## src/design/sor_regs_map.vh

```
`ifndef SOR_REGS_MAP_VH
`define SOR_REGS_MAP_VH

`define SOR_OFS_SOPT       8'h00
`define SOR_OFS_IDH        8'h04
`define SOR_OFS_IDL        8'h08
`define SOR_OFS_PM         8'h0c

`define SOR_SOPT_RST       8'h00
`define SOR_PM_RST         8'h1c

`define SOR_SOPT_CLKSEL    7
`define SOR_SOPT_WINDOW    6
`define SOR_SOPT_P1FE      2
`define SOR_SOPT_P2FE      1
`define SOR_SOPT_ROUTE     0

`define SOR_PM_WFLAG       7
`define SOR_PM_WACK        6
`define SOR_PM_WIRQ        5
`define SOR_PM_DRST        4
`define SOR_PM_DSTOP       3
`define SOR_PM_DEN         2
`define SOR_PM_BANDGAP_BUFFER_EN        0

`define SOR_SEQ_FIRST      8'h55
`define SOR_SEQ_SECOND     8'haa

`define SOR_RESP_OKAY      2'b00
`define SOR_RESP_SLVERR    2'b10

`define SOR_SYNC_RST       3'h0

`endif

```

## src/design/sor_sys_regs.v

```verilog
// Our own choices: the placing of the registers and the AXI4-Lite interface to the registers.
`timescale 1ns/1ns
`default_nettype none
`include "sor_regs_map.vh"

module sor_sys_regs #(
    // Arbitrary neutral part code
    parameter [11:0] PART_CODE = 12'h5a3
) (
    input  wire        aclk,
    input  wire        aresetn,
    input  wire [7:0]  s_axi_awaddr,
    input  wire [2:0]  s_axi_awprot,
    input  wire        s_axi_awvalid,
    output wire        s_axi_awready,
    input  wire [31:0] s_axi_wdata,
    input  wire [3:0]  s_axi_wstrb,
    input  wire        s_axi_wvalid,
    output wire        s_axi_wready,
    output wire [1:0]  s_axi_bresp,
    output wire        s_axi_bvalid,
    input  wire        s_axi_bready,
    input  wire [7:0]  s_axi_araddr,
    input  wire [2:0]  s_axi_arprot,
    input  wire        s_axi_arvalid,
    output wire        s_axi_arready,
    output wire [31:0] s_axi_rdata,
    output wire [1:0]  s_axi_rresp,
    output wire        s_axi_rvalid,
    input  wire        s_axi_rready,
    input  wire        srs_wr_en,
    input  wire [7:0]  srs_wr_data,
    input  wire        wdg_late_window,
    input  wire        stop_mode,
    input  wire        lv_warn_raw,
    input  wire        lv_detect_raw,
    input  wire        comparator_raw,
    output wire        watchdog_clock_select,
    output wire        watchdog_window_mode,
    output wire        wdg_service,
    output wire        wdg_window_reset,
    output wire        port_one_filter_en,
    output wire        port_two_filter_en,
    output wire        timer_ch0_capture,
    output wire        low_volt_warn_irq,
    output wire        low_volt_det_active,
    output wire        low_volt_det_reset,
    output wire        bandgap_buffer_en
);

    reg  [7:0]  aw_addr_q;
    reg         aw_have_q;
    reg  [7:0]  w_data_q;
    reg         w_strb_q;
    reg         w_have_q;
    reg         bvalid_q;
    reg  [1:0]  bresp_q;
    reg         rvalid_q;
    reg  [7:0]  rdata_q;
    reg  [1:0]  rresp_q;

    reg  [7:0]  sopt_q;
    reg         sopt_once_q;
    reg  [7:0]  pm_q;
    reg         pm_once_q;
    reg         warn_flag_q;
    reg         warn_prev_q;

    reg         seq_armed_q;
    reg         service_q;
    reg         win_reset_q;
    reg         route_q;
    reg         irq_q;
    reg         det_act_q;
    reg         det_rst_q;

    reg  [2:0]  sync1_q;
    reg  [2:0]  sync2_q;
    reg  [2:0]  sync3_q;
    reg  [2:0]  filt_q;

    wire        warn_f;
    wire        detect_f;
    wire        comp_f;
    wire        wr_go;
    wire        wr_byte;
    wire        wr_sopt;
    wire        wr_pm;
    wire        wr_mapped;
    wire        ar_take;
    wire        warn_set;
    wire        warn_clr;
    wire        det_on;
    wire [2:0]  raw_in;

    reg  [7:0]  rd_mux;
    reg         rd_hit;

    // Analog and comparator levels come from outside the clock domain
    assign raw_in = {comparator_raw, lv_detect_raw, lv_warn_raw};

    genvar gi;
    generate
        for (gi = 0; gi < 3; gi = gi + 1) begin : g_sync
            always @(posedge aclk) begin
                if (!aresetn) begin
                    sync1_q[gi] <= 1'b0;
                    sync2_q[gi] <= 1'b0;
                    sync3_q[gi] <= 1'b0;
                    filt_q[gi]  <= 1'b0;
                end else begin
                    sync1_q[gi] <= raw_in[gi];
                    sync2_q[gi] <= sync1_q[gi];
                    sync3_q[gi] <= sync2_q[gi];
                    // Glitch filter: a change counts once stages two and three agree
                    if (sync2_q[gi] == sync3_q[gi]) begin
                        filt_q[gi] <= sync3_q[gi];
                    end
                end
            end
        end
    endgenerate

    assign warn_f   = filt_q[0];
    assign detect_f = filt_q[1];
    assign comp_f   = filt_q[2];

    // Write channel: address and data are held until both are in
    // Both readies stay low while a response waits: one write in flight
    assign s_axi_awready = ~aw_have_q & ~bvalid_q;
    assign s_axi_wready  = ~w_have_q & ~bvalid_q;
    assign s_axi_bvalid  = bvalid_q;
    assign s_axi_bresp   = bresp_q;

    assign wr_go   = aw_have_q & w_have_q & ~bvalid_q;
    // Lane 0 off: the write is answered but changes nothing
    assign wr_byte = wr_go & w_strb_q;
    assign wr_sopt = wr_byte & (aw_addr_q == `SOR_OFS_SOPT);
    assign wr_pm   = wr_byte & (aw_addr_q == `SOR_OFS_PM);

    assign wr_mapped = (aw_addr_q == `SOR_OFS_SOPT) |
                       (aw_addr_q == `SOR_OFS_IDH) |
                       (aw_addr_q == `SOR_OFS_IDL) |
                       (aw_addr_q == `SOR_OFS_PM);

    always @(posedge aclk) begin
        if (!aresetn) begin
            aw_addr_q <= 8'h00;
            aw_have_q <= 1'b0;
            w_data_q  <= 8'h00;
            w_strb_q  <= 1'b0;
            w_have_q  <= 1'b0;
            bvalid_q  <= 1'b0;
            bresp_q   <= `SOR_RESP_OKAY;
        end else begin
            if (s_axi_awvalid && s_axi_awready) begin
                aw_addr_q <= {s_axi_awaddr[7:2], 2'b00};
                aw_have_q <= 1'b1;
            end
            if (s_axi_wvalid && s_axi_wready) begin
                w_data_q <= s_axi_wdata[7:0];
                w_strb_q <= s_axi_wstrb[0];
                w_have_q <= 1'b1;
            end
            if (wr_go) begin
                aw_have_q <= 1'b0;
                w_have_q  <= 1'b0;
                bvalid_q  <= 1'b1;
                bresp_q   <= wr_mapped ? `SOR_RESP_OKAY : `SOR_RESP_SLVERR;
            end else if (bvalid_q && s_axi_bready) begin
                bvalid_q <= 1'b0;
            end
        end
    end

    // System options register
    always @(posedge aclk) begin
        if (!aresetn) begin
            sopt_q      <= `SOR_SOPT_RST;
            sopt_once_q <= 1'b0;
        end else if (wr_sopt) begin
            // Free bits follow every write; only the once bits are guarded
            // write-once latch
            if (!sopt_once_q) begin
                sopt_q[`SOR_SOPT_CLKSEL] <= w_data_q[`SOR_SOPT_CLKSEL];
                sopt_q[`SOR_SOPT_WINDOW] <= w_data_q[`SOR_SOPT_WINDOW];
                sopt_once_q <= 1'b1;
            end
            sopt_q[`SOR_SOPT_P1FE] <= w_data_q[`SOR_SOPT_P1FE];
            sopt_q[`SOR_SOPT_P2FE] <= w_data_q[`SOR_SOPT_P2FE];
            sopt_q[`SOR_SOPT_ROUTE] <= w_data_q[`SOR_SOPT_ROUTE];
        end
    end

    // Power management control; flag and ack are handled apart
    always @(posedge aclk) begin
        if (!aresetn) begin
            pm_q      <= `SOR_PM_RST;
            pm_once_q <= 1'b0;
        end else if (wr_pm) begin
            // Detect enable and detect reset are guarded like the option once bits
            // write-once detect bits
            if (!pm_once_q) begin
                pm_q[`SOR_PM_DRST] <= w_data_q[`SOR_PM_DRST];
                pm_q[`SOR_PM_DEN]  <= w_data_q[`SOR_PM_DEN];
                pm_once_q <= 1'b1;
            end
            pm_q[`SOR_PM_WIRQ]  <= w_data_q[`SOR_PM_WIRQ];
            pm_q[`SOR_PM_DSTOP] <= w_data_q[`SOR_PM_DSTOP];
            pm_q[`SOR_PM_BANDGAP_BUFFER_EN]  <= w_data_q[`SOR_PM_BANDGAP_BUFFER_EN];
        end
    end

    // set on crossing
    // Sync stages reset low, so a supply already low at release
    // shows as a rising edge too.
    assign warn_set = warn_f & ~warn_prev_q;
    assign warn_clr = wr_pm & w_data_q[`SOR_PM_WACK] & ~warn_f;

    always @(posedge aclk) begin
        if (!aresetn) begin
            warn_prev_q <= 1'b0;
            warn_flag_q <= 1'b0;
        end else begin
            warn_prev_q <= warn_f;
            // sticky warning flag
            // Set wins over clear, so a warning that meets the ack is kept
            if (warn_set) begin
                warn_flag_q <= 1'b1;
            end else if (warn_clr) begin
                warn_flag_q <= 1'b0;
            end
        end
    end

    // Service sequence tracker on reset status writes
    always @(posedge aclk) begin
        if (!aresetn) begin
            seq_armed_q <= 1'b0;
            service_q   <= 1'b0;
            win_reset_q <= 1'b0;
        end else begin
            service_q   <= 1'b0;
            win_reset_q <= 1'b0;
            if (srs_wr_en) begin
                if (sopt_q[`SOR_SOPT_WINDOW] && !wdg_late_window) begin
                    win_reset_q <= 1'b1;
                    seq_armed_q <= 1'b0;
                end else if (srs_wr_data == `SOR_SEQ_FIRST) begin
                    seq_armed_q <= 1'b1;
                end else if (srs_wr_data == `SOR_SEQ_SECOND) begin
                    service_q   <= seq_armed_q;
                    seq_armed_q <= 1'b0;
                // Any other byte disarms, so a stray write cannot finish a pair
                end else begin
                    seq_armed_q <= 1'b0;
                end
            end
        end
    end

    assign det_on = pm_q[`SOR_PM_DEN] &
                    (~stop_mode | pm_q[`SOR_PM_DSTOP]);

    always @(posedge aclk) begin
        if (!aresetn) begin
            route_q   <= 1'b0;
            irq_q     <= 1'b0;
            det_act_q <= 1'b0;
            det_rst_q <= 1'b0;
        end else begin
            route_q   <= sopt_q[`SOR_SOPT_ROUTE] & comp_f;
            irq_q     <= pm_q[`SOR_PM_WIRQ] & warn_flag_q;
            det_act_q <= det_on;
            // Level request; the reset controller decides when to act
            // detect reset request
            det_rst_q <= det_on & pm_q[`SOR_PM_DRST] & detect_f;
        end
    end

    assign watchdog_clock_select = sopt_q[`SOR_SOPT_CLKSEL];
    assign watchdog_window_mode  = sopt_q[`SOR_SOPT_WINDOW];
    assign wdg_service           = service_q;
    assign wdg_window_reset      = win_reset_q;
    assign port_one_filter_en    = sopt_q[`SOR_SOPT_P1FE];
    assign port_two_filter_en    = sopt_q[`SOR_SOPT_P2FE];
    assign timer_ch0_capture     = route_q;
    assign low_volt_warn_irq     = irq_q;
    assign low_volt_det_active   = det_act_q;
    assign low_volt_det_reset    = det_rst_q;
    assign bandgap_buffer_en     = pm_q[`SOR_PM_BANDGAP_BUFFER_EN];

    // Read channel: one outstanding read, data one edge after address
    // Read data is taken from the address at the accept edge
    assign s_axi_arready = ~rvalid_q;
    assign s_axi_rvalid  = rvalid_q;
    assign s_axi_rdata   = {24'h000000, rdata_q};
    assign s_axi_rresp   = rresp_q;
    assign ar_take       = s_axi_arvalid & ~rvalid_q;

    always @* begin
        rd_mux = 8'h00;
        rd_hit = 1'b1;
        case ({s_axi_araddr[7:2], 2'b00})
            `SOR_OFS_SOPT: begin
                // Bits 5:3 are unimplemented and read zero
                rd_mux[`SOR_SOPT_CLKSEL] = sopt_q[`SOR_SOPT_CLKSEL];
                rd_mux[`SOR_SOPT_WINDOW] = sopt_q[`SOR_SOPT_WINDOW];
                rd_mux[`SOR_SOPT_P1FE]   = sopt_q[`SOR_SOPT_P1FE];
                rd_mux[`SOR_SOPT_P2FE]   = sopt_q[`SOR_SOPT_P2FE];
                rd_mux[`SOR_SOPT_ROUTE]  = sopt_q[`SOR_SOPT_ROUTE];
            end
            `SOR_OFS_IDH: begin
                rd_mux = {4'h0, PART_CODE[11:8]};
            end
            `SOR_OFS_IDL: begin
                rd_mux = PART_CODE[7:0];
            end
            // Ack and bit 1 read as zero; ack only acts on write
            `SOR_OFS_PM: begin
                rd_mux[`SOR_PM_WFLAG] = warn_flag_q;
                rd_mux[`SOR_PM_WIRQ]  = pm_q[`SOR_PM_WIRQ];
                rd_mux[`SOR_PM_DRST]  = pm_q[`SOR_PM_DRST];
                rd_mux[`SOR_PM_DSTOP] = pm_q[`SOR_PM_DSTOP];
                rd_mux[`SOR_PM_DEN]   = pm_q[`SOR_PM_DEN];
                rd_mux[`SOR_PM_BANDGAP_BUFFER_EN]  = pm_q[`SOR_PM_BANDGAP_BUFFER_EN];
            end
            // Unmapped reads give zero with an error response
            default: begin
                rd_hit = 1'b0;
            end
        endcase
    end

    always @(posedge aclk) begin
        if (!aresetn) begin
            rvalid_q <= 1'b0;
            rdata_q  <= 8'h00;
            rresp_q  <= `SOR_RESP_OKAY;
        end else if (ar_take) begin
            rvalid_q <= 1'b1;
            rdata_q  <= rd_mux;
            rresp_q  <= rd_hit ? `SOR_RESP_OKAY : `SOR_RESP_SLVERR;
        end else if (rvalid_q && s_axi_rready) begin
            rvalid_q <= 1'b0;
        end
    end

endmodule

`default_nettype wire

```

## config.mk

```make
export PLATFORM = sky130hd
export DESIGN_NAME = sor_sys_regs
export DESIGN_NICKNAME = d
export VERILOG_FILES = /design/src/design/sor_sys_regs.v
export VERILOG_INCLUDE_DIRS = /design/src /design/src/design
export SDC_FILE = /design/constraint.sdc
export NUM_CORES = 1
export LEC_CHECK = 0
export ABC_AREA = 1
export CORE_MARGIN = 8
export CORE_UTILIZATION = 41
export DETAILED_ROUTE_END_ITERATION = 10
export DONT_BUFFER_PORTS = 1
export GPL_TIMING_DRIVEN = 0
export PLACE_DENSITY = 0.59
export REMOVE_ABC_BUFFERS = 1
export SYNTH_ARGS = -nofsm -noshare
export SYNTH_HDL_FRONTEND = slang
export SYNTH_SLANG_ARGS = --single-unit
```

## constraint.sdc

```tcl
create_clock -name aclk -period 1.11 [get_ports aclk]
set_input_delay 0.111 -clock aclk [delete_from_list [all_inputs] [get_ports aclk]]
set_output_delay 0.111 -clock aclk [all_outputs]
set_load 0.01 [all_outputs]
```

# [After elaboration in Yosys (flattened, before gate mapping)]
# Cells that the tools add are included.
[op_classes] n_eq_ne=11 mux=18 bitwise_logic=32 n_reduce_logical=18
[ops] operator="$eq A6 B2 Y1 const B" count=4
[ops] operator="$and A1 B1 Y1" count=16
[ops] operator="$eq A6 B1 Y1 const B" count=2
[ops] operator="$not A1 Y1" count=12
[ops] operator="$mux W1" count=11
[ops] operator="$pmux W1 S3" count=3
[ops] operator="$eq A8 B7 Y1 const B" count=1
[ops] operator="$eq A8 B8 Y1 const B" count=1
[ops] operator="$logic_not A8 Y1" count=1
[ops] operator="$logic_not A6 Y1" count=1
[ops] operator="$pmux W3 S2" count=1
[ops] operator="$reduce_and A2 Y1" count=3
[ops] operator="$reduce_bool A2 Y1" count=3
[ops] operator="$logic_and A1 B1 Y1" count=5
[ops] operator="$reduce_or A5 Y1" count=1
[ops] operator="$mux W2" count=2
[ops] operator="$or A1 B1 Y1" count=4
[ops] operator="$reduce_or A2 Y1" count=2
[ops] operator="$reduce_or A4 Y1" count=1
[ops] operator="$eq A1 B1 Y1" count=3
[ops] operator="$pmux W1 S2" count=1
[ops] operator="$logic_not A1 Y1" count=1
[totals] ff_bits=64 input_bits=79 elab_cells=116

# [Depth between registers and ports, before layout]
# Gate-level depths: netlist (run 1).
[depth] depth_word=8 depth_mapped=8 ltp_nobuf=8

# [Worst setup path after synthesis (run 1)]
# OpenSTA, ideal clock, no wires.
[synth_path] path_kind="reg-to-reg" start="register bvalid_q (netlist: s_axi_bvalid)" end="register w_strb_q" setup_time_ns=0.119 arrival_ns=1.012 required_ns=0.991 slack_ns=-0.022 path_stages_with_launch=6 path_buffers=1 synth_period_minus_slack_ns=1.132 cell_sequence="dfxtp_1 > nor2_1 > nand2_1 > buf_4 > o21ai_0 > a21oi_1"
[synth_via] elab_chain_cells=3
[synth_rtl] item="start, declared" line_no="sor_sys_regs.v:56" rtl="reg bvalid_q;"
[synth_rtl] item="start signal, assigned" line_no="sor_sys_regs.v:153" rtl="bvalid_q <= 1'b0;"
[synth_rtl] item="start signal, assigned" line_no="sor_sys_regs.v:168" rtl="bvalid_q <= 1'b1;"
[synth_rtl] item="start signal, assigned" line_no="sor_sys_regs.v:171" rtl="bvalid_q <= 1'b0;"
[synth_rtl] item="$not A1 Y1" line_no="sor_sys_regs.v:131" rtl="assign s_axi_wready = ~w_have_q & ~bvalid_q;"
[synth_rtl] item="$and A1 B1 Y1" line_no="sor_sys_regs.v:131"
[synth_rtl] item="via s_axi_wready" line_no="sor_sys_regs.v:19" rtl="output wire s_axi_wready,"
[synth_rtl] item="$logic_and A1 B1 Y1" line_no="sor_sys_regs.v:160" rtl="if (s_axi_wvalid && s_axi_wready) begin"
[synth_rtl] item="end signal, assigned" line_no="sor_sys_regs.v:162" rtl="w_strb_q <= s_axi_wstrb[0];"
[synth_rtl] item="end, declared" line_no="sor_sys_regs.v:54" rtl="reg w_strb_q;"
# The timed path passes the listed nets, and every way through them passes these cells.
# A chain may end at the register's enable or synchronous reset.

# [Final worst setup path (run 1)]
[layout_path] start="register bvalid_q (netlist: s_axi_bvalid)" end="register sopt_q[7]"
[layout_via] elab_chain_cells=5
[layout_rtl] item="$not A1 Y1" line_no="sor_sys_regs.v:135" rtl="assign wr_go = aw_have_q & w_have_q & ~bvalid_q;"
[layout_rtl] item="$and A1 B1 Y1" line_no="sor_sys_regs.v:135"
[layout_rtl] item="$and A1 B1 Y1" line_no="sor_sys_regs.v:137" rtl="assign wr_byte = wr_go & w_strb_q;"
[layout_rtl] item="$and A1 B1 Y1" line_no="sor_sys_regs.v:138" rtl="assign wr_sopt = wr_byte & (aw_addr_q == `SOR_OFS_SOPT);"
[layout_rtl] item="$reduce_and A2 Y1 (no source line)"
[layout_rtl] item="end signal, assigned" line_no="sor_sys_regs.v:179" rtl="sopt_q <= `SOR_SOPT_RST;"
[layout_rtl] item="end signal, assigned by index" line_no="sor_sys_regs.v:185" rtl="sopt_q[`SOR_SOPT_CLKSEL] <= w_data_q[`SOR_SOPT_CLKSEL];"
[layout_rtl] item="end signal, assigned by index" line_no="sor_sys_regs.v:186" rtl="sopt_q[`SOR_SOPT_WINDOW] <= w_data_q[`SOR_SOPT_WINDOW];"
[layout_rtl] item="end, declared" line_no="sor_sys_regs.v:62" rtl="reg [7:0] sopt_q;"
# No other way between the ends.

==> results of run 1 <==
-- kinds of logic (layout without fill, tap and decap cells) --
kind of cell	Yosys count	in the layout	synth area share (%)
AO/OA/AOI/OAI	51	51	11.0
buffers and inverters	73	84	15.3
flip-flops	62	62	48.8
other	1	26	0.147
AND/OR/NAND/NOR	145	145	24.8
-- repair_timing --
item,4_1_cts,5_1_grt
hold buffers,24,1
hold endpoints to repair,51,36
pin swaps,3,12
setup buffers,2,2
setup endpoints to repair,41,38
gates resized for setup,13,33
-- worst max path at each step --
stage	startpoint	endpoint	slack (ps)	cells past startpoint
final	s_axi_bvalid$_SDFFE_PN0P_	sopt_q[7]$_SDFFE_PN0P_	0.7	6
after CTS	s_axi_bvalid$_SDFFE_PN0P_	w_data_q[4]$_SDFFE_PN0P_	-70	5
after floorplan	s_axi_bvalid$_SDFFE_PN0P_	w_data_q[0]$_SDFFE_PN0P_	-50	5
after global routing	aw_addr_q[5]$_SDFFE_PN0P_	pm_q[2]$_SDFFE_PN1P_	-130	8
after detailed placement	s_axi_bvalid$_SDFFE_PN0P_	w_data_q[3]$_SDFFE_PN0P_	-460	5
after global placement	s_axi_bvalid$_SDFFE_PN0P_	w_data_q[0]$_SDFFE_PN0P_	-450	5
-- layer usage --
layer | routed length (µm) | GRT usage, % | vias to the layer above
met5 | 0 | 0 | -
met4 | 152 | 8.19 | 0
met3 | 597 | 4.92 | 14
met2 | 2540 | 20.9 | 75
met1 | 2400 | 14.7 | 911
li1 | - | - | 1055
-- Yosys cell counts, drive strengths merged, types with 2 or more instances --
| master | count | share of area (%) |
|---|---|---|
| a21oi | 17 | 3.6 |
| buf | 31 | 9.0 |
| clkbuf | 3 | 0.49 |
| dfxtp | 62 | 49 |
| inv | 38 | 5.6 |
| nand2 | 54 | 8.3 |
| nand3 | 11 | 2.2 |
| nand4 | 4 | 1.6 |
| nor2 | 70 | 11 |
| nor3 | 2 | 0.59 |
| o211ai | 2 | 0.59 |
| o21ai | 27 | 5.3 |
| or2 | 2 | 0.49 |
-- sequential cells by signal, summed over array words and instances, names as in the netlist, 3 cells and up --
signal and flops:
rdata_q 8, pm_q 5, w_data_q 8, sopt_q 5
sync1_q 3, sync3_q 3, aw_addr_q 6, sync2_q 3
-- report_power, final --
group / leakage [nW] / internal, mW / switching (mW)
Combinational: 0.782 / 0.166 / 0.254
Sequential: 0.510 / 2.32 / 0.0834
Clock: 0.126 / 1.55 / 0.860
Total: 1.42 / 4.04 / 1.20
-- area by class of cell --
cell class	count	area (µm²)	share of cell area (%)
multi-input cells	222	1100	35.1
inverters	39	159	5.06
clock inverters	6	109	3.47
flip-flops and latches	62	1250	40.0
repair buffers	29	284	9.04
clock buffers	10	138	4.38
well taps	75	93.8	2.99
-- worst max-delay path: cells and delay by family, from the launching register on --
| family | cells | cell delay (ps) |
|---|---|---|
| buf+inv | 1 | 70 |
| flops | 1 | 390 |
| compound gates | 1 | 40 |
| simple gates | 4 | 480 |
-- metrics by stage --
stage / worst slack [ps] / area [µm²] / total power, mW / instances
after floorplan: -53.0 / 2390 / 2.68 / 323
after global placement: -454 / 2490 / 2.74 / 398
after detailed placement: -462 / 2490 / 2.74 / 398
after CTS: -72.2 / 3030 / 5.25 / 440
after global routing: -125 / 3140 / 5.49 / 443
final: 0.707 / 3140 / 5.23 / 443
==> run metrics, run 1 <==
status=finished, violations left; failing checks=negative hold slack; initial antenna violation count=0; Vias/cell=roughly 4.6; achievable frequency=901 MHz; clk sinks=a little over 60; routability cong.=0.750; Hold Violations, Final=35; WS Path Type=reg2reg; Worst R2R Start=s_axi_bvalid$_SDFFE_PN0P_; Peak supply drop=0.738 mV; critical path cell sequence=inv_4 > nand4_4 > nor2_4 > nand2_2 > nand2_2 > a21oi_2; row count=28; final HPWL from detailed placement=3910 µm; CP max-delay cell=dfxtp_4; Pleak=approximately 1.4 nW; hold_ws=-127 ps; RSZ-0062 raised after global routing=true; max cap viols=0; synth warn=0; CTS Root Cell=clkbuf_8; largest net degree at the start of global routing=between 40 and 50; EDFF count, synth=0; count of boundary I/O pins=131; Post-DRT Antenna Nets=0; most common cell after layout, fill and taps aside=nor2_1; Min-Delay Path Class=in2reg; global-route usage over all layers=13.2%; crit start category=flip-flop; Die Y=roughly 95 µm; Tcrit/Tclk final=99.9%; flop2flop setup slack=~0.7 ps; Layout Utilization=52.7%; initial core utilization=42.7%; max-slew violation count=0; CTS buffer count=9; Mapped Area=2540 µm²; most used cell, CP=nand2_2; Slew headroom=64.2%; vias in the first global route=2006; grt ovf=0; first-pass GRT wire length=9140 µm; hold path start=aresetn; core area=5960 µm²; Final nets=442; fill cell count=590; WL/cell=12.8 µm; first drt pass iteration count=4; Most used DFF post-synth=dfxtp_1; Worst setup EP type=flip-flop; ys async rst share=0%; Synth Instances=332; worst path required time=1310 ps; PortBufs=0; Die ar.=8980 µm²; worst path arrival time=1310 ps; Hold Path Sink=pm_q[4]$_SDFFE_PN1P_; worst reg2reg endpoint=sopt_q[7]$_SDFFE_PN0P_; DRC violations left=0; sequential share of the synthesized area=~50%; hold depth=1; Die Wd=94.7 µm; P&R area growth vs syn=23.5%; R2R cell count=6; most frequent cells in the layout=61 x nor2_1, 53 x dfxtp_1, 44 x nand2_1; Setup TNS Final=0 ps; CTS Buffer Depth=2; CP max stage delay=a little under 400 ps; routed wire length=5690 µm; maximum fanout along the worst path=6; DRT iter0 DRCs=104; worst-margin pin slew=537 ps; Clock Latency Late Sink=330 ps; CTS tree=done; Worst-path clk slew=70 ps; Netlist cell types=32; post-route minimum period=between 1000 and 1500 ps; Worst Skew=just under 9 ps; ant diodes=0; setup violators final=0; Pwr Density=1670 nW/µm²; Via Count=2055; layout cells sized above 1=17.7%; syn avg cell area=7.66 µm²; H-tree depth=3; synthesis-stage register bit count=62
No activity file was read; power rests on OpenSTA's default activity.
==> inputs of run 2 (changes only) <==
ABC_AREA = default   (was 1)
==> run 2 against run 1 <==
Effect of this change: the run ends with negative hold slack, negative setup slack left; clock power is 27% lower; cell count shrank 13%; core utilization decreased by 1.5 points; sequential share of layout area grew 0.95 points; cell area decreased by 2.2%; first-iteration DRC count down 19%; synthesized area is 0.74% higher; maximum frequency down 24%; critical endpoint unchanged.
==> run metrics, run 2 <==
grt ovf=0; Mapped Area=2560 µm²; setup violators final=13; routed length on met1=roughly 2500 µm; placed cells=338; Worst setup EP type=flip-flop; syn avg cell area=9.25 µm²; Via Count=between 1.5k and 2k; net switching power figure=~1.0 mW; max cap viols=0; DRT iter0 DRCs=84; layout cells sized above 1=16.8%; Pwr Density=1460 nW/µm²; row count=28; DRC violations left=0; largest net degree at the start of global routing=between 70 and 80; Clock Latency Late Sink=330 ps; Peak supply drop=0.762 mV; Flop pwr share=between 50% and 60%; Layout Utilization=51.3%; count of boundary I/O pins=131; Final Non-Filler Cells=385; Pleak=1.28 nW; first drt pass iteration count=4; CP max stage delay=about 440 ps; ys async rst share=0%; Pint=approximately 3.5 mW; initial antenna violation count=0; ant diodes=0; failing checks=negative hold slack, negative setup slack; Synth Instances=277; Vias/cell=4.73; first-pass GRT wire length=8470 µm; final HPWL from detailed placement=approximately 3700 µm; highest metal used=met4; crit start category=flip-flop; synth warn=0; CP max-delay cell=or4_4; Hold Violations, Final=55; top cell type by total area after synthesis=dfxtp_1; Met2 Wirelength=approximately 2300 µm; hold_ws=-94.7 ps; most frequent cells in the layout=54 x dfxtp_1, 42 x nand2_1, 26 x conb_1; post-route minimum period=1460 ps; Sw Share=a little under a quarter; dpl ws=-482 ps; count leader, synth=dfxtp_1; largest registers=rdata_q: 8 flops, w_data_q: 8 flops, aw_addr_q: 6 flops; vias in the first global route=1775; ranking of synthesized cells by area=dfxtp_1 48%, buf_4 7.6%, nand2_1 6.4%; worst path required time=1330 ps; clk sinks=62; P&R area growth vs syn=19.9%; initial core utilization=42.8%; Die Y=roughly 95 µm; multi-input logic area=1230 µm²; critical path cell sequence=nor4_4 > nand3_2 > or4_4 > mux2i_1; core area=roughly 6000 µm²; CTS Buffer Depth=2; Die ar.=around 9000 µm²; routability cong.=0.693; Worst Skew=around 3.8 ps; Post-DRT Antenna Nets=0; CTS tree=done; Tcrit/Tclk final=131%; WS Path Type=reg2reg; sequential share of the synthesized area=about half; routed wire length=5380 µm; CTS buffer count=9; worst setup margin=-349 ps; max-slew violation count=0; synthesis-stage register bit count=62; top cell types by occurrence after synthesis=62 x dfxtp_1, 44 x nand2_1, 26 x buf_4; most common cell after layout, fill and taps aside=dfxtp_1; Die Wd=95.0 µm; H-tree depth=3; Setup TNS Final=-3140 ps; WL/cell=14.0 µm; Min-Delay Path Class=in2reg; design area=3070 µm²; dpl cell area=roughly 2500 µm²; Most used DFF post-synth=dfxtp_1; Worst-path clk slew=around 60 ps; status=finished, violations left; EDFF count, synth=0; Clock power frac=39.4%; Final nets=384; global-route usage over all layers=12.0%; Netlist cell types=39; maximum fanout along the worst path=3; CTS Root Cell=clkbuf_8; overall power=4.49 mW; sequential cell area=1260 µm²; worst path arrival time=1680 ps; post-synth top area share=48.5%; PortBufs=0; Combinational Power Share=7.9%; routed wl met3=590 µm; fill cell count=568; RSZ-0062 raised after global routing=true; achievable frequency=685 MHz
run 2: cell count changes after synthesis, moves of 13 or more:
cell / previous run / this run
a21boi_0: 0 / 14
o21ai_0: 27 / 11
nor2b_1: 0 / 18
and2_1: 0 / 14
inv_1: 35 / 6
nor2_1: 66 / 7
mux2i_1: 0 / 13
run 2: layout make-up:
type,count,area share (%)
Clock buffer,16,5.87
Timing Repair Buffer,30,9.37
Tap cell,75,3.06
Inverter,6,0.733
Multi-Input combinational cell,196,40.1
Sequential cell,62,40.9
run 2: final timing paths:
path,cells after the start,from,end,slack (ps)
max,4,aw_addr_q[4]$_SDFFE_PN0P_,sopt_q[7]$_SDFFE_PN0P_,-350
min,1,aresetn,sync1_q[0]$_SDFF_PN0_,-90
max reg2reg,4,aw_addr_q[4]$_SDFFE_PN0P_,sopt_q[7]$_SDFFE_PN0P_,-350
min reg2reg,1,sync2_q[1]$_SDFF_PN0_,sync3_q[1]$_SDFF_PN0_,450
run 2: worst max-delay path, delay by kind of cell (launching register included):
kind | cells | cell delay, ps
and+or+nand+nor | 3 | 880
DFF | 1 | 330
muxes | 1 | 130
run 2: cell families after synthesis:
kind of cell	count (synthesis)	synth area share, %
simple gates	114	24.6
flops	62	48.5
buf+inv	45	10.5
compound gates	42	11.2
mux	13	5.08
other cells	1	0.146
run 2: repair_timing:
action / CTS / global route
pin swaps: 9 / 6
hold buffers: 22 / 1
setup endpoints to repair: 40 / 38
gates resized for setup: 28 / 19
gates cloned: 0 / 1
buffers inserted: 6 / 6
endpoints found under the hold margin: 59 / 55
run 2: power groups by stage:
| stage | Clock [mW] | Combinational [mW] | Sequential [mW] |
|---|---|---|---|
| floorplan | 0 | 0.218 | 2.39 |
| global placement | 0 | 0.243 | 2.41 |
| detailed placement | 0 | 0.248 | 2.41 |
| CTS | 1.85 | 0.339 | 2.37 |
| global route | 1.94 | 0.394 | 2.38 |
| finish | 1.77 | 0.353 | 2.37 |
run 2: layer usage:
layer  vias to the layer above  track usage (%)
met2                        69             18.1
met4                         0             4.68
met1                       816             14.1
met3                         8             6.21
li1                        928                -
met5                         -                0
==> inputs of run 3 (changes only) <==
CORE_UTILIZATION = 30   (was 41)
PLACE_DENSITY = 0.47   (was 0.59)
==> run 3 against run 2 <==
Effect of this change: the run still ends with negative hold slack, negative setup slack left; die area grew 30%; non-clock buffer count grew 4; maximum frequency shrank 0.28%; critical path type unchanged; sequential power is essentially flat; critical endpoint is now sopt_q[0]$_SDFFE_PN0P_; worst setup slack lost 4.2 ps; first-iteration DRC count shrank 7.1%; routed wire length grew 11%.
==> run metrics, run 3 (synthesized netlist as in run 2, its figures left out) <==
Final nets=388; initial core utilization=a little under a third; WL/cell=14.3 µm; Worst-path clk slew=about 70 ps; routed wire length=5990 µm; H-tree depth=3; most common cell after layout, fill and taps aside=dfxtp_1; DRC violations left=0; first drt pass iteration count=4; Post-DRT Antenna Nets=0; dpl cell area=2540 µm²; critical path startpoint=aw_addr_q[7]$_SDFFE_PN0P_; PortBufs=0; Hold Violations, Final=49; Die Wd=108 µm; initial antenna violation count=0; achievable frequency=between 600 and 700 MHz; setup violators final=14; Layout Utilization=38.7%; post-route minimum period=1460 ps; Tcrit/Tclk final=132%; Die Y=108 µm; vias in the first global route=~1.8k; Pwr Density=between 1000 and 1500 nW/µm²; worst setup margin=-354 ps; clk sinks=62; Clock power frac=roughly two fifths; Vias/cell=4.46; Final Non-Filler Cells=419; met2 usage=between 10% and 20%; CTS buffer count=9; Setup TNS Final=-4240 ps; net switching power figure=about 1.1 mW; ant diodes=0; grt ovf=0; core area=8260 µm²; Min-Delay Path Class=in2reg; Sw Share=24.5%; critical path depth in cells=5; flop2flop setup slack=-350 ps; most frequent cells in the layout=52 x dfxtp_1, 39 x nand2_1, 26 x conb_1; max cap viols=0; CP max stage delay=roughly 340 ps; layout cells sized above 1=between 20% and 30%; crit-path leading delay family=simple AND/OR/NAND/NOR gates; Flop pwr share=50.7%; Pint=3.53 mW; CP max-delay cell=dfxtp_2; M1 GR Usage=11.3%; first-pass GRT wire length=about 9000 µm; crit start category=flip-flop; RSZ-0062 raised after global routing=true; largest registers=rdata_q: 8 flops, w_data_q: 8 flops, aw_addr_q: 6 flops; critical path cell sequence=nor4_4 > nand3_2 > buf_4 > nor3_4 > mux2i_1; DRT iter0 DRCs=78; final HPWL from detailed placement=4030 µm; worst path arrival time=1730 ps; largest net degree at the start of global routing=73; R2R cell count=5; CTS tree=done; design area=between 3000 and 4000 µm²; GR peak layer=met2; status=finished, violations left; Worst R2R Start=aw_addr_q[7]$_SDFFE_PN0P_; crit path to=sopt_q[0]$_SDFFE_PN0P_; placed cells=368; Worst Path Buf+Inv=1; met3 usage=~6.2%; WS Path Type=reg2reg; Worst setup EP type=flip-flop; worst reg2reg endpoint=sopt_q[0]$_SDFFE_PN0P_; Combinational Power Share=around 8.5%; CTS Buffer Depth=2; CTS Root Cell=clkbuf_8; P&R area growth vs syn=24.7%; max-slew violation count=0; hold_ws=-84.5 ps; Clock Latency Late Sink=around 340 ps; maximum fanout along the worst path=4; Pleak=1.30 nW; routability cong.=0.685; failing checks=negative hold slack, negative setup slack; Worst Skew=5.02 ps; Via Count=1870; row count=33; Peak supply drop=0.696 mV; global-route usage over all layers=just over 10%; worst path required time=~1400 ps; count of boundary I/O pins=between 100 and 150; Die ar.=11700 µm²
[run 3: power by group through the flow]
stage / Sequential [mW] / Combinational [mW] / Clock, mW
6_report: 2.37 / 0.399 / 1.90
5_1_grt: 2.38 / 0.442 / 2.10
4_1_cts: 2.36 / 0.358 / 2.00
3_5_place_dp: 2.41 / 0.252 / 0
3_3_place_gp: 2.40 / 0.247 / 0
2_1_floorplan: 2.39 / 0.218 / 0
[run 3: layout make-up]
| class | count | area, µm² |
|---|---|---|
| multi-input cells | 196 | 1270 |
| fillers | 857 | 5060 |
| clock inverters | 7 | 65.1 |
| inverters | 6 | 22.5 |
| flip-flops and latches | 62 | 1260 |
| clock buffers | 9 | 124 |
| well taps | 105 | 131 |
| repair buffers | 34 | 320 |
[run 3: worst min-delay path by stage]
stage	startpoint	to	cells past startpoint
global placement	aresetn	pm_q[3]$_SDFFE_PN1N_	1
finish	aresetn	sync3_q[0]$_SDFF_PN0_	1
CTS	aresetn	s_axi_bvalid$_SDFFE_PN0P_	1
floorplan	aresetn	pm_q[3]$_SDFFE_PN1N_	1
detailed placement	aresetn	pm_q[3]$_SDFFE_PN1N_	1
global route	aresetn	pm_q[3]$_SDFFE_PN1N_	1
[run 3: repair_timing]
item / in CTS / in global routing
setup endpoints to repair: 41 / 39
pin swaps: 14 / 11
buffers inserted: 9 / 4
gates cloned: 0 / 1
hold endpoints to repair: 61 / 55
gates resized for setup: 31 / 29
hold buffers: 20 / 5
[run 3: stage by stage]
step,power [mW],setup slack (ps)
after floorplan,2.61,-316
after global placement,2.65,-518
after detailed placement,2.66,-532
after CTS,4.72,-405
after global routing,4.92,-475
final,4.67,-354
[run 3: per-layer routing]
metal / vias up / share of wire [%]
met3: 6 / 11
met1: 852 / 43
met4: 0 / 0.97
met5: - / 0
li1: 945 / -
met2: 67 / 44
